`config.mk`:
```
export PLATFORM = sky130hd
export DESIGN_NAME = dspf_port_fifo
export DESIGN_NICKNAME = d
export VERILOG_FILES = /design/src/dspf_pkg.sv /design/src/dspf_port_fifo.sv
export SDC_FILE = /design/constraint.sdc
export NUM_CORES = 1
export LEC_CHECK = 0
export ABC_AREA = 0
export BUFFER_PORTS_ARGS = -buffer_cell sky130_fd_sc_hd__buf_2
export CORE_AREA = 2 2 167 169
export DETAILED_ROUTE_END_ITERATION = 6
export DIE_AREA = 0 0 169 171
export PLACE_DENSITY = 0.91
export SLEW_MARGIN = 20
export SYNTH_ARGS = -nofsm -noshare
export SYNTH_HDL_FRONTEND = slang
export SYNTH_SLANG_ARGS = --single-unit
```
`constraint.sdc`:
```
create_clock -name mclk -period 7.2 [get_ports mclk]
set_input_delay 1.08 -clock mclk [delete_from_list [all_inputs] [get_ports mclk]]
set_output_delay 1.08 -clock mclk [all_outputs]
set_load 0.02 [all_outputs]
```
`src/dspf_pkg.sv`:
```
// package: constants and types for the ddr sample port fifo
package dspf_pkg;

  // ----------------------------------------------------------------
  // registers
  // ----------------------------------------------------------------
  localparam logic [7:0] ADDR_START_LEVEL = 8'h17;
  localparam logic [7:0] ADDR_STATUS_CTRL = 8'h18;
  localparam logic [7:0] ADDR_FILL_LEVEL = 8'h19;

  localparam int START_LEVEL_LSB = 0;
  localparam int START_LEVEL_MSB = 2;
  localparam logic [2:0] START_LEVEL_RESET = 3'h4;

  localparam int STAT_REQ_BIT = 1;
  localparam int STAT_ACK_BIT = 2;
  localparam int STAT_DONE_BIT = 3;
  localparam int STAT_BY_FRAME_BIT = 4;
  localparam int STAT_BY_SOFT_BIT = 5;
  localparam int STAT_WARN_BIT = 7;

  // ----------------------------------------------------------------
  // fifo geometry
  // ----------------------------------------------------------------
  localparam int SAMPLE_W = 16;
  localparam int FIFO_DEPTH = 8;
  localparam int PTR_W = 3;
  localparam int LEVEL_W = 7;
  localparam logic [2:0] WARN_LOW = 3'h1;
  localparam logic [2:0] WARN_HIGH = 3'h7;
  localparam logic [2:0] PTR_ZERO = 3'h0;

  // ----------------------------------------------------------------
  // port modes and capture counts
  // ----------------------------------------------------------------
  typedef enum logic [1:0] {
    DSPF_WORD,
    DSPF_BYTE,
    DSPF_NIBBLE
  } dspf_mode_t;

  // captures (ddr edges) per channel in byte and nibble modes
  localparam logic [3:0] UNITS_BYTE = 4'h2;
  localparam logic [3:0] UNITS_NIBBLE = 4'h4;
  // frame-high captures that mean a level initialization (one period = two edges)
  localparam logic [3:0] INIT_EDGES_WORD = 4'h2;
  localparam logic [3:0] INIT_EDGES_BYTE = 4'h4;
  localparam logic [3:0] INIT_EDGES_NIBBLE = 4'h8;

  typedef struct packed {
    logic [SAMPLE_W-1:0] i;
    logic [SAMPLE_W-1:0] q;
  } dspf_entry_t;

endpackage

```
`src/dspf_port_fifo.sv`:
```
// file: ddr sample port capture, deinterleave and eight-entry two-channel fifo
`timescale 1ns/1ps
// --------------------------------------------------------------------
// Overview of operation
// - port accepts word (16 lanes), byte (8 lanes) and nibble (4 lanes) modes.
// - byte lanes D14,D12,D10,D8,D7,D5,D3,D1; nibble lanes D10,D8,D7,D5.
// - reference bit with data; capture data on both reference edges.
// - byte and nibble data go to I while frame high, to Q while low.
// - fifo holds eight entries of two 16-bit channels.
// - each formatted sample goes to write pointer entry, pointer then advances.
// - one entry read per data-rate tick, converter clock over interpolation ratio.
// - after frame initialization, write pointer loads start level when read reaches 0.
// - software initialization by toggling request bit 1 of status register.
// - start level is bits 2:0 of start-level register, default 4.
// - acknowledge bit 2 follows a pending request and drops after removal.
// - warning flag in status msb when fill level is 1 or 7.
// - status reports initialization method and completion.
// - level register shows write count relative to read zero as thermometer.
// - data-rate mode uses a single fifo entry.
// --------------------------------------------------------------------
module dspf_port_fifo (
  input wire logic mclk,
  input wire logic resetn,
  input wire logic [15:0] input_lane_bus,
  input wire logic data_clock_reference,
  input wire logic frame_strobe,
  input wire dspf_pkg::dspf_mode_t port_mode,
  input wire logic data_rate_mode,
  input wire logic [1:0] interp_sel,
  input wire logic reg_wr,
  input wire logic reg_rd,
  input wire logic [7:0] reg_addr,
  input wire logic [7:0] reg_wdata,
  output logic [7:0] reg_rdata,
  output logic [15:0] sample_i,
  output logic [15:0] sample_q,
  output logic sample_valid,
  output logic fifo_warning
);

  // ------------------------------------------------------------------
  // helpers
  // ------------------------------------------------------------------
  function automatic logic [6:0] thermo(input logic [2:0] lvl);
    logic [7:0] t;
    t = (8'h01 << lvl) - 8'h01;
    return t[6:0];
  endfunction

  function automatic logic [2:0] fill_of(input logic [2:0] w, input logic [2:0] r);
    return w - r;
  endfunction

  // ------------------------------------------------------------------
  // pin synchronisers
  // ------------------------------------------------------------------
  logic [15:0] bus_s1_r, bus_s2_r;
  logic dci_s1_r, dci_s2_r, dci_d_r;
  logic frm_s1_r, frm_s2_r;

  // data, reference and frame share one pipeline depth so they stay aligned
  always_ff @(posedge mclk) begin
    if (!resetn) begin
      bus_s1_r <= 16'h0000;
      bus_s2_r <= 16'h0000;
      dci_s1_r <= 1'b0;
      dci_s2_r <= 1'b0;
      dci_d_r <= 1'b0;
      frm_s1_r <= 1'b0;
      frm_s2_r <= 1'b0;
    end else begin
      bus_s1_r <= input_lane_bus;
      bus_s2_r <= bus_s1_r;
      dci_s1_r <= data_clock_reference;
      dci_s2_r <= dci_s1_r;
      dci_d_r <= dci_s2_r;
      frm_s1_r <= frame_strobe;
      frm_s2_r <= frm_s1_r;
    end
  end

  // limitation: the reference must toggle slower than mclk/2 for each edge to be seen
  logic cap;
  assign cap = dci_s2_r ^ dci_d_r;

  logic [7:0] byte_lanes;
  logic [3:0] nib_lanes;
  assign byte_lanes = {bus_s2_r[14], bus_s2_r[12], bus_s2_r[10], bus_s2_r[8],
                       bus_s2_r[7], bus_s2_r[5], bus_s2_r[3], bus_s2_r[1]};
  assign nib_lanes = {bus_s2_r[10], bus_s2_r[8], bus_s2_r[7], bus_s2_r[5]};

  // ------------------------------------------------------------------
  // deinterleave
  // ------------------------------------------------------------------
  logic [15:0] i_sh_r, q_sh_r;
  logic [3:0] q_cnt_r;
  logic wr_req;
  logic [3:0] units;
  logic [15:0] i_nxt, q_nxt;

  assign units = (port_mode == dspf_pkg::DSPF_NIBBLE) ? dspf_pkg::UNITS_NIBBLE
                                                      : dspf_pkg::UNITS_BYTE;

  always_comb begin
    i_nxt = i_sh_r;
    q_nxt = q_sh_r;
    case (port_mode)
      dspf_pkg::DSPF_WORD: begin
        if (dci_s2_r) begin
          i_nxt = bus_s2_r;
        end else begin
          q_nxt = bus_s2_r;
        end
      end
      dspf_pkg::DSPF_BYTE: begin
        // high byte arrives first, so shifting left places it in the msbs
        if (frm_s2_r) begin
          i_nxt = {i_sh_r[7:0], byte_lanes};
        end else begin
          q_nxt = {q_sh_r[7:0], byte_lanes};
        end
      end
      dspf_pkg::DSPF_NIBBLE: begin
        if (frm_s2_r) begin
          i_nxt = {i_sh_r[11:0], nib_lanes};
        end else begin
          q_nxt = {q_sh_r[11:0], nib_lanes};
        end
      end
      default: begin
        i_nxt = i_sh_r;
        q_nxt = q_sh_r;
      end
    endcase
  end

  always_ff @(posedge mclk) begin
    if (!resetn) begin
      i_sh_r <= 16'h0000;
      q_sh_r <= 16'h0000;
    end else if (cap) begin
      i_sh_r <= i_nxt;
      q_sh_r <= q_nxt;
    end
  end

  // a sample is complete when its last q unit is captured
  always_comb begin
    wr_req = 1'b0;
    if (cap) begin
      if (port_mode == dspf_pkg::DSPF_WORD) begin
        wr_req = ~dci_s2_r;
      end else begin
        wr_req = ~frm_s2_r && (q_cnt_r == units - 4'h1);
      end
    end
  end

  always_ff @(posedge mclk) begin
    if (!resetn) begin
      q_cnt_r <= 4'h0;
    end else if (cap) begin
      if (frm_s2_r || wr_req) begin
        q_cnt_r <= 4'h0;
      end else begin
        q_cnt_r <= q_cnt_r + 4'h1;
      end
    end
  end

  // ------------------------------------------------------------------
  // data-rate tick from the converter clock divider
  // ------------------------------------------------------------------
  logic [2:0] div_r;
  logic [2:0] div_max;
  logic rd_tick;
  assign div_max = 3'((4'h1 << interp_sel) - 4'h1);
  assign rd_tick = (div_r >= div_max);

  always_ff @(posedge mclk) begin
    if (!resetn) begin
      div_r <= 3'h0;
    end else if (rd_tick) begin
      div_r <= 3'h0;
    end else begin
      div_r <= div_r + 3'h1;
    end
  end

  // ------------------------------------------------------------------
  // fifo storage and pointers
  // ------------------------------------------------------------------
  dspf_pkg::dspf_entry_t mem [dspf_pkg::FIFO_DEPTH];
  logic [2:0] wr_ptr_r, rd_ptr_r, rd_ptr_nxt;
  logic [2:0] start_level_r;
  logic init_load;
  logic frm_pend_r, sw_pend_r;

  assign rd_ptr_nxt = rd_ptr_r + 3'h1;
  // load happens on the tick that brings the read pointer to zero
  assign init_load = (frm_pend_r || sw_pend_r) && rd_tick && (rd_ptr_nxt == dspf_pkg::PTR_ZERO);

  always_ff @(posedge mclk) begin
    if (wr_req) begin
      mem[data_rate_mode ? dspf_pkg::PTR_ZERO : wr_ptr_r] <= '{i: i_nxt, q: q_nxt};
    end
  end

  always_ff @(posedge mclk) begin
    if (!resetn) begin
      wr_ptr_r <= dspf_pkg::START_LEVEL_RESET;
    end else if (data_rate_mode) begin
      wr_ptr_r <= dspf_pkg::PTR_ZERO;
    end else if (init_load) begin
      wr_ptr_r <= start_level_r;
    end else if (wr_req) begin
      wr_ptr_r <= wr_ptr_r + 3'h1;
    end
  end

  always_ff @(posedge mclk) begin
    if (!resetn) begin
      rd_ptr_r <= dspf_pkg::PTR_ZERO;
    end else if (data_rate_mode) begin
      rd_ptr_r <= dspf_pkg::PTR_ZERO;
    end else if (rd_tick) begin
      rd_ptr_r <= rd_ptr_nxt;
    end
  end

  // read path does not guard pointer equality; the source must keep them apart
  always_ff @(posedge mclk) begin
    if (!resetn) begin
      sample_i <= 16'h0000;
      sample_q <= 16'h0000;
      sample_valid <= 1'b0;
    end else begin
      sample_valid <= rd_tick;
      if (rd_tick) begin
        sample_i <= mem[rd_ptr_r].i;
        sample_q <= mem[rd_ptr_r].q;
      end
    end
  end

  // ------------------------------------------------------------------
  // frame-strobe initialization
  // ------------------------------------------------------------------
  logic [3:0] frm_hi_r;
  logic [3:0] init_edges;
  logic frm_init;

  always_comb begin
    case (port_mode)
      dspf_pkg::DSPF_WORD: init_edges = dspf_pkg::INIT_EDGES_WORD;
      dspf_pkg::DSPF_BYTE: init_edges = dspf_pkg::INIT_EDGES_BYTE;
      dspf_pkg::DSPF_NIBBLE: init_edges = dspf_pkg::INIT_EDGES_NIBBLE;
      default: init_edges = dspf_pkg::INIT_EDGES_WORD;
    endcase
  end

  assign frm_init = cap && frm_s2_r && (frm_hi_r == init_edges - 4'h1);

  always_ff @(posedge mclk) begin
    if (!resetn) begin
      frm_hi_r <= 4'h0;
    end else if (cap) begin
      if (!frm_s2_r) begin
        frm_hi_r <= 4'h0;
      end else if (frm_hi_r != init_edges) begin
        frm_hi_r <= frm_hi_r + 4'h1;
      end
    end
  end

  // a new arm wins over the load that clears it
  always_ff @(posedge mclk) begin
    if (!resetn) begin
      frm_pend_r <= 1'b0;
    end else if (frm_init) begin
      frm_pend_r <= 1'b1;
    end else if (init_load) begin
      frm_pend_r <= 1'b0;
    end
  end

  // ------------------------------------------------------------------
  // registers
  // ------------------------------------------------------------------
  logic req_r, ack_r, done_r, by_frame_r, by_soft_r;
  logic [6:0] level_r;
  logic req_rise;

  assign req_rise = reg_wr && (reg_addr == dspf_pkg::ADDR_STATUS_CTRL)
                    && reg_wdata[dspf_pkg::STAT_REQ_BIT] && !req_r;

  always_ff @(posedge mclk) begin
    if (!resetn) begin
      start_level_r <= dspf_pkg::START_LEVEL_RESET;
    end else if (reg_wr && (reg_addr == dspf_pkg::ADDR_START_LEVEL)) begin
      start_level_r <= reg_wdata[dspf_pkg::START_LEVEL_MSB:dspf_pkg::START_LEVEL_LSB];
    end
  end

  always_ff @(posedge mclk) begin
    if (!resetn) begin
      req_r <= 1'b0;
    end else if (reg_wr && (reg_addr == dspf_pkg::ADDR_STATUS_CTRL)) begin
      req_r <= reg_wdata[dspf_pkg::STAT_REQ_BIT];
    end
  end

  always_ff @(posedge mclk) begin
    if (!resetn) begin
      sw_pend_r <= 1'b0;
    end else if (req_rise) begin
      sw_pend_r <= 1'b1;
    end else if (init_load) begin
      sw_pend_r <= 1'b0;
    end
  end

  always_ff @(posedge mclk) begin
    if (!resetn) begin
      ack_r <= 1'b0;
    end else begin
      ack_r <= req_r;
    end
  end

  always_ff @(posedge mclk) begin
    if (!resetn) begin
      done_r <= 1'b0;
      by_frame_r <= 1'b0;
      by_soft_r <= 1'b0;
    end else if (init_load) begin
      done_r <= 1'b1;
      by_frame_r <= frm_pend_r;
      by_soft_r <= sw_pend_r;
    end else if (frm_init || req_rise) begin
      done_r <= 1'b0;
    end
  end

  // snapshot of the write pointer whenever the read pointer sits at zero
  always_ff @(posedge mclk) begin
    if (!resetn) begin
      level_r <= thermo(dspf_pkg::START_LEVEL_RESET);
    end else if (rd_ptr_r == dspf_pkg::PTR_ZERO) begin
      level_r <= thermo(wr_ptr_r);
    end
  end

  always_ff @(posedge mclk) begin
    if (!resetn) begin
      fifo_warning <= 1'b0;
    end else begin
      fifo_warning <= (fill_of(wr_ptr_r, rd_ptr_r) == dspf_pkg::WARN_LOW)
                   || (fill_of(wr_ptr_r, rd_ptr_r) == dspf_pkg::WARN_HIGH);
    end
  end

  always_ff @(posedge mclk) begin
    if (!resetn) begin
      reg_rdata <= 8'h00;
    end else if (reg_rd) begin
      case (reg_addr)
        dspf_pkg::ADDR_START_LEVEL: reg_rdata <= {5'h00, start_level_r};
        dspf_pkg::ADDR_STATUS_CTRL: reg_rdata <= {fifo_warning, 1'b0, by_soft_r, by_frame_r,
                                                  done_r, ack_r, req_r, 1'b0};
        dspf_pkg::ADDR_FILL_LEVEL: reg_rdata <= {1'b0, level_r};
        default: reg_rdata <= 8'h00;
      endcase
    end
  end

endmodule

```
## Word level (Yosys, flattened, before mapping)

Memories as Yosys holds them, arrays and structs flattened. A register that Yosys moved wholly into a read port is not among the register bits.
Index checks and enable logic that the tools add are counted.

- Add/subtract/negate cells: 10
- Order comparisons: 1
- Equality and inequality tests: 11
- Shift operators: 2
- Multiplexer cells: 27
- Bitwise operators: 4
- Reductions and logical operators: 26

Operator list:

| kind | number |
|---|---|
| 16-bit two-way mux | 6 |
| 16-bit case mux with 3 select lines | 2 |
| 8-bit by 5-bit == test with 1-bit output, second input constant | 3 |
| 8-bit case mux with 3 select lines | 1 |
| 3-bit two-way mux | 5 |
| 4-bit two-way mux | 3 |
| 3-bit by 1-bit adder with 3-bit output, second input constant | 3 |
| 1-bit logical AND | 9 |
| 1-bit two-way mux | 9 |
| 4-bit by 1-bit adder with 4-bit output, second input constant | 2 |
| 4-bit == test | 2 |
| 4-bit case mux with 2 select lines | 1 |
| 2-bit nonzero test | 4 |
| 1-bit by 3-bit << shifter with 7-bit output, first input constant | 1 |
| 7-bit by 1-bit subtractor with 7-bit output, second input constant | 1 |
| 3-bit logical NOT | 2 |
| 1-bit logical OR | 4 |
| 4-bit != test | 1 |
| 2-bit OR reduction | 2 |
| 3-bit by 1-bit subtractor with 4-bit output, second input constant | 1 |
| 4-bit by 1-bit subtractor with 4-bit output, second input constant | 1 |
| 3-bit by 1-bit == test with 1-bit output, second input constant | 1 |
| 3-bit == test, second input constant | 1 |
| 3-bit greater-or-equal comparator | 1 |
| 12 further kinds | 15 |

- Register bits: 113
- Memory bits (writable): 256
- Input bits: 43
- Output and inout port bits: 42
- Memories: 1

Memory list:

| memory | words | width | rd ports | clocked after Yosys merged registers in | write ports | RTL line | text |
|---|---|---|---|---|---|---|---|
| mem | 8 | 32 | 1 | 1 | 1 | dspf_port_fifo.sv:193 | `dspf_pkg::dspf_entry_t mem [dspf_pkg::FIFO_DEPTH];` |

## Longest topological paths before layout

- Depth after elaboration: 10
- Depth in mapped cells: 10
- Depth with buffers taken out: 9

## Worst setup path after synthesis

No wires, ideal clock.

- Kind: input -> register
- From: input port port_mode[0]
- To: memory mem[5][0] in the netlist's numbering, enable pin
- Library setup time: 0.502 ns
- Arrival: 5.178 ns
- Slack: 1.520 ns
- Stages: 7
- Cells stage by stage: inv_1 > ha_1 > xor2_1 > or2_4 > o2bb2ai_4 > nand2_1 > nor4_1

- Word-level cells in the longest chain between the ends: 9

Ends and longest elaborated chain:

| what | RTL line | text |
|---|---|---|
| from (decl) | dspf_port_fifo.sv:27 | `input wire dspf_pkg::dspf_mode_t port_mode,` |
| 2-bit == test | dspf_port_fifo.sv:101 | `assign units = (port_mode == dspf_pkg::DSPF_NIBBLE) ? dspf_pkg::UNITS_NIBBLE` |
| 3-bit two-way mux | dspf_port_fifo.sv:101 |  |
| 3-bit by 1-bit subtractor with 4-bit output | dspf_port_fifo.sv:154 | `wr_req = ~frm_s2_r && (q_cnt_r == units - 4'h1);` |
| 4-bit == test | dspf_port_fifo.sv:154 |  |
| 1-bit logical AND | dspf_port_fifo.sv:154 |  |
| 1-bit two-way mux * | dspf_port_fifo.sv:151 | `if (port_mode == dspf_pkg::DSPF_WORD) begin` |
| 1-bit two-way mux * | dspf_port_fifo.sv:150 | `if (cap) begin` |
| 1-bit two-way mux * | dspf_port_fifo.sv:204 | `if (wr_req) begin` |
| 1-bit two-way mux * | dspf_port_fifo.sv:205 | `mem[data_rate_mode ? dspf_pkg::PTR_ZERO : wr_ptr_r] <= '{i: i_nxt, q: q_nxt};` |
| to (decl) | dspf_port_fifo.sv:193 |  |

Mark *: on every way between the ends. The rest lies on a longest branch, timed or not.

## Worst setup path in the final report

- From: input port port_mode[0]
- To: memory mem[2][29] in the netlist's numbering, enable pin

The elaborated chain is that of the path after synthesis.

==> impl_results.md <==
- Leakage power: 0.006608 µW
- RSZ-0062 raised after global routing: false
- Placer congestion estimate: 0.9141
- Max-slew violations: 0
- Avg Cell Area, Syn: 14.52 µm²
- Worst min path class: flip-flop to flip-flop
- Final Cycle Share: 0.4769
- Synth area leader: edfxtp_1
- Setup TNS Final: 0 ns
- Register area share after synthesis: 0.6467
- Grt ovf: 0
- # IOs: 85
- Synth Register Bits: about 400
- Post-synth EDFFs: 256
- Yosys cell types: 57
- Die area: 28900 µm²
- Worst setup EP type: flip-flop
- Detailed Route WL: 35.04 mm
- Syn_nets: 1194
- Setup Viol. Count Final: 0
- Primary FF master, synth: edfxtp_1
- Num CTS Buffers: 39
- Final Hold Fails: 0
- Ant. Diodes: 0
- Vias post-DR: ~10k
- Most common cell in the netlist: edfxtp_1
- Port-buffer cells: 79
- Horiz. Die Dim: 169 µm
- Fin util: 0.6724
- Initial antenna violation count: 0
- Post-cts resize count: 0
- DRC: 0
- Critical Path AT: 3.59 ns
- Starting DRT DRC Count: 1306
- # H-tree levels: 2
- Global-route wire length before repair: 54.49 mm
- Layout cell share with drive strength beyond 1: 0.2064
- Critical-path top delay cell: ha_2
- Crit path max-delay family: buffers and inverters
- Placeable Area: 27320 µm²
- Drt wl/cell: around 22 µm
- Critical Path Source Type: input port
- Worst EP required: 7.35 ns
- Total clock sinks: around 400
- Clk_lat worst skew: 0.53 ns
- Pin count of the biggest net entering global routing: 76
- Peak VDD IR: 0.0001581 V
- Final HPWL DP: 19.41 mm
- Root Buffer: clkbuf_16
- Number of global-route vias before repair: approximately 9.8k
- CTS max path bufs: 3
- Filler cell count: 1746
- Post-CTS Setup Repair Bufs: 0
- Hold_buf cts: 0
- Row cnt: between 60 and 70
- CP max FO: 32
- Synth-to-layout area growth: 12.20%
- Synthesized area: between 15000 and 20000 µm²
- Antenna-violating nets left: 0
- Post-synth top area share: 0.4695
- Post-layout net count: 1256
- Routed vias/inst: 6.396
- Crit Path Class: input port to flip-flop
- CTS tree: built
- Worst-path clk slew: ~0.06 ns
- Post-route minimum period: 3.434 ns
- Yosys Warn Count: 0
- Die Height: approximately 170 µm
- WP buf/inv: 3
- Max Freq: 291.2 MHz
- Detailed-router iteration count before antenna repair: 6
- Synth top cells by count: edfxtp_1 (256), dfxtp_1 (145), nand2_1 (76), mux4_2 (64), nor2_1 (62)
- Ys async rst share: 0
- Final Non-Filler Cells: 1567
- Final setup skew: 0.01857 ns
- Top cells by area, synth: edfxtp_1 (47%), dfxtp_1 (18%), mux4_2 (8.8%)
- Final hold slack: 0.4301 ns
- PwrDens: around 280 nW/µm²
- Largest stage delay on the critical path: 0.64 ns
- Status: complete, no violations
- Design Power: roughly 5200 µW
- Critical path, cell by cell: buf_2 -> inv_1 -> ha_2 -> xor2_1 -> or2_4 -> o2bb2ai_4 -> and2_1 -> nor4b_4 -> buf_4
- Max cap viols: 0
- Rel. slew slack: 0.2323
- Tot GR Track Use: 0.2462
- Slew @ Worst Pin: 1.140 ns
- Starting Density: 0.5993
- Dpl cells: 1495
- Post-Syn Instances: 1128
==> state kept, by name, summed over array words and instances, names as in the netlist, 3 cells and up <==
signal and cells:
start_level_r 3, mem 256, reg_rdata 8, q_cnt_r 4
bus_s1_r 16, sample_q 16, wr_ptr_r 3, frm_hi_r 4
q_sh_r 16, i_sh_r 16, rd_ptr_r 3, div_r 3
bus_s2_r 16, sample_i 16, level_r 7
==> per-layer routing <==
layer	routed length, µm	global-route usage	up-vias	share of wire
met5	0	0	-	0
met4	1204	0.08658	0	0.034
met3	3102	0.04835	107	0.089
met2	17320	0.4180	569	0.49
met1	13420	0.3202	4936	0.38
li1	-	-	4410	-
==> through the flow <==
stage | setup slack (ns) | area, µm²
2_1_floorplan | 1.520 | 16370
3_3_place_gp | 2.956 | 17100
3_5_place_dp | 2.891 | 17100
4_1_cts | 3.401 | 18370
5_1_grt | 3.633 | 18370
6_report | 3.766 | 18370
==> final cells by class <==
type                       instances  area [µm²]  share of cell area
timing repair buffer              97       533.0             0.02901
sequential                       401       10600              0.5768
multi-input combinational        627        5455              0.2969
tap                              346       432.9             0.02356
clock inverter                    19       162.7            0.008853
clock buffer                      53        1102             0.06000
inverter                          24       90.09            0.004903
==> where the power goes <==
| part | internal, µW | total [µW] | switching (µW) |
|---|---|---|---|
| combinational | 230 | 568 | 338 |
| clock | 1160 | 2000 | 841 |
| sequential | 2540 | 2620 | 74.7 |
==> cell families (layout without fill, tap and decap cells) <==
group	count (synthesis)	after routing	share of synthesized area
mux	106	106	0.1137
simple gates	279	279	0.08925
buf+inv	100	193	0.02453
flops	401	401	0.6467
fa+ha+maj	23	23	0.01803
xor+xnor	19	19	0.01016
compound gates	200	200	0.09758
==> path summary, 6_finish.rpt <==
check                from      endpoint  slack, ns  depth (start not counted)
min          bus_s1_r[13]  bus_s2_r[13]       0.43                          1
max          port_mode[0]    mem[2][29]       3.77                          9
min reg2reg  bus_s1_r[13]  bus_s2_r[13]       0.43                          1
max reg2reg      frm_s2_r    mem[2][29]       4.35                          7
==> cell usage in the layout (no fill, tap or decap), types with 10 or more instances in the layout <==
master	instances
mux2i_1	42
a22o_1	23
edfxtp_1	256
o2bb2ai_1	18
nand3_1	11
inv_1	22
nor2b_1	10
nor3b_1	21
a22oi_1	30
buf_2	78
ha_1	20
nor2_1	62
buf_4	19
o211a_1	42
and2_1	50
clkbuf_16	41
nand2b_1	15
o21ai_0	20
mux4_2	64
dfxtp_1	142
a21oi_1	19
nand2_1	76
No activity file was read; power rests on OpenSTA's default activity.
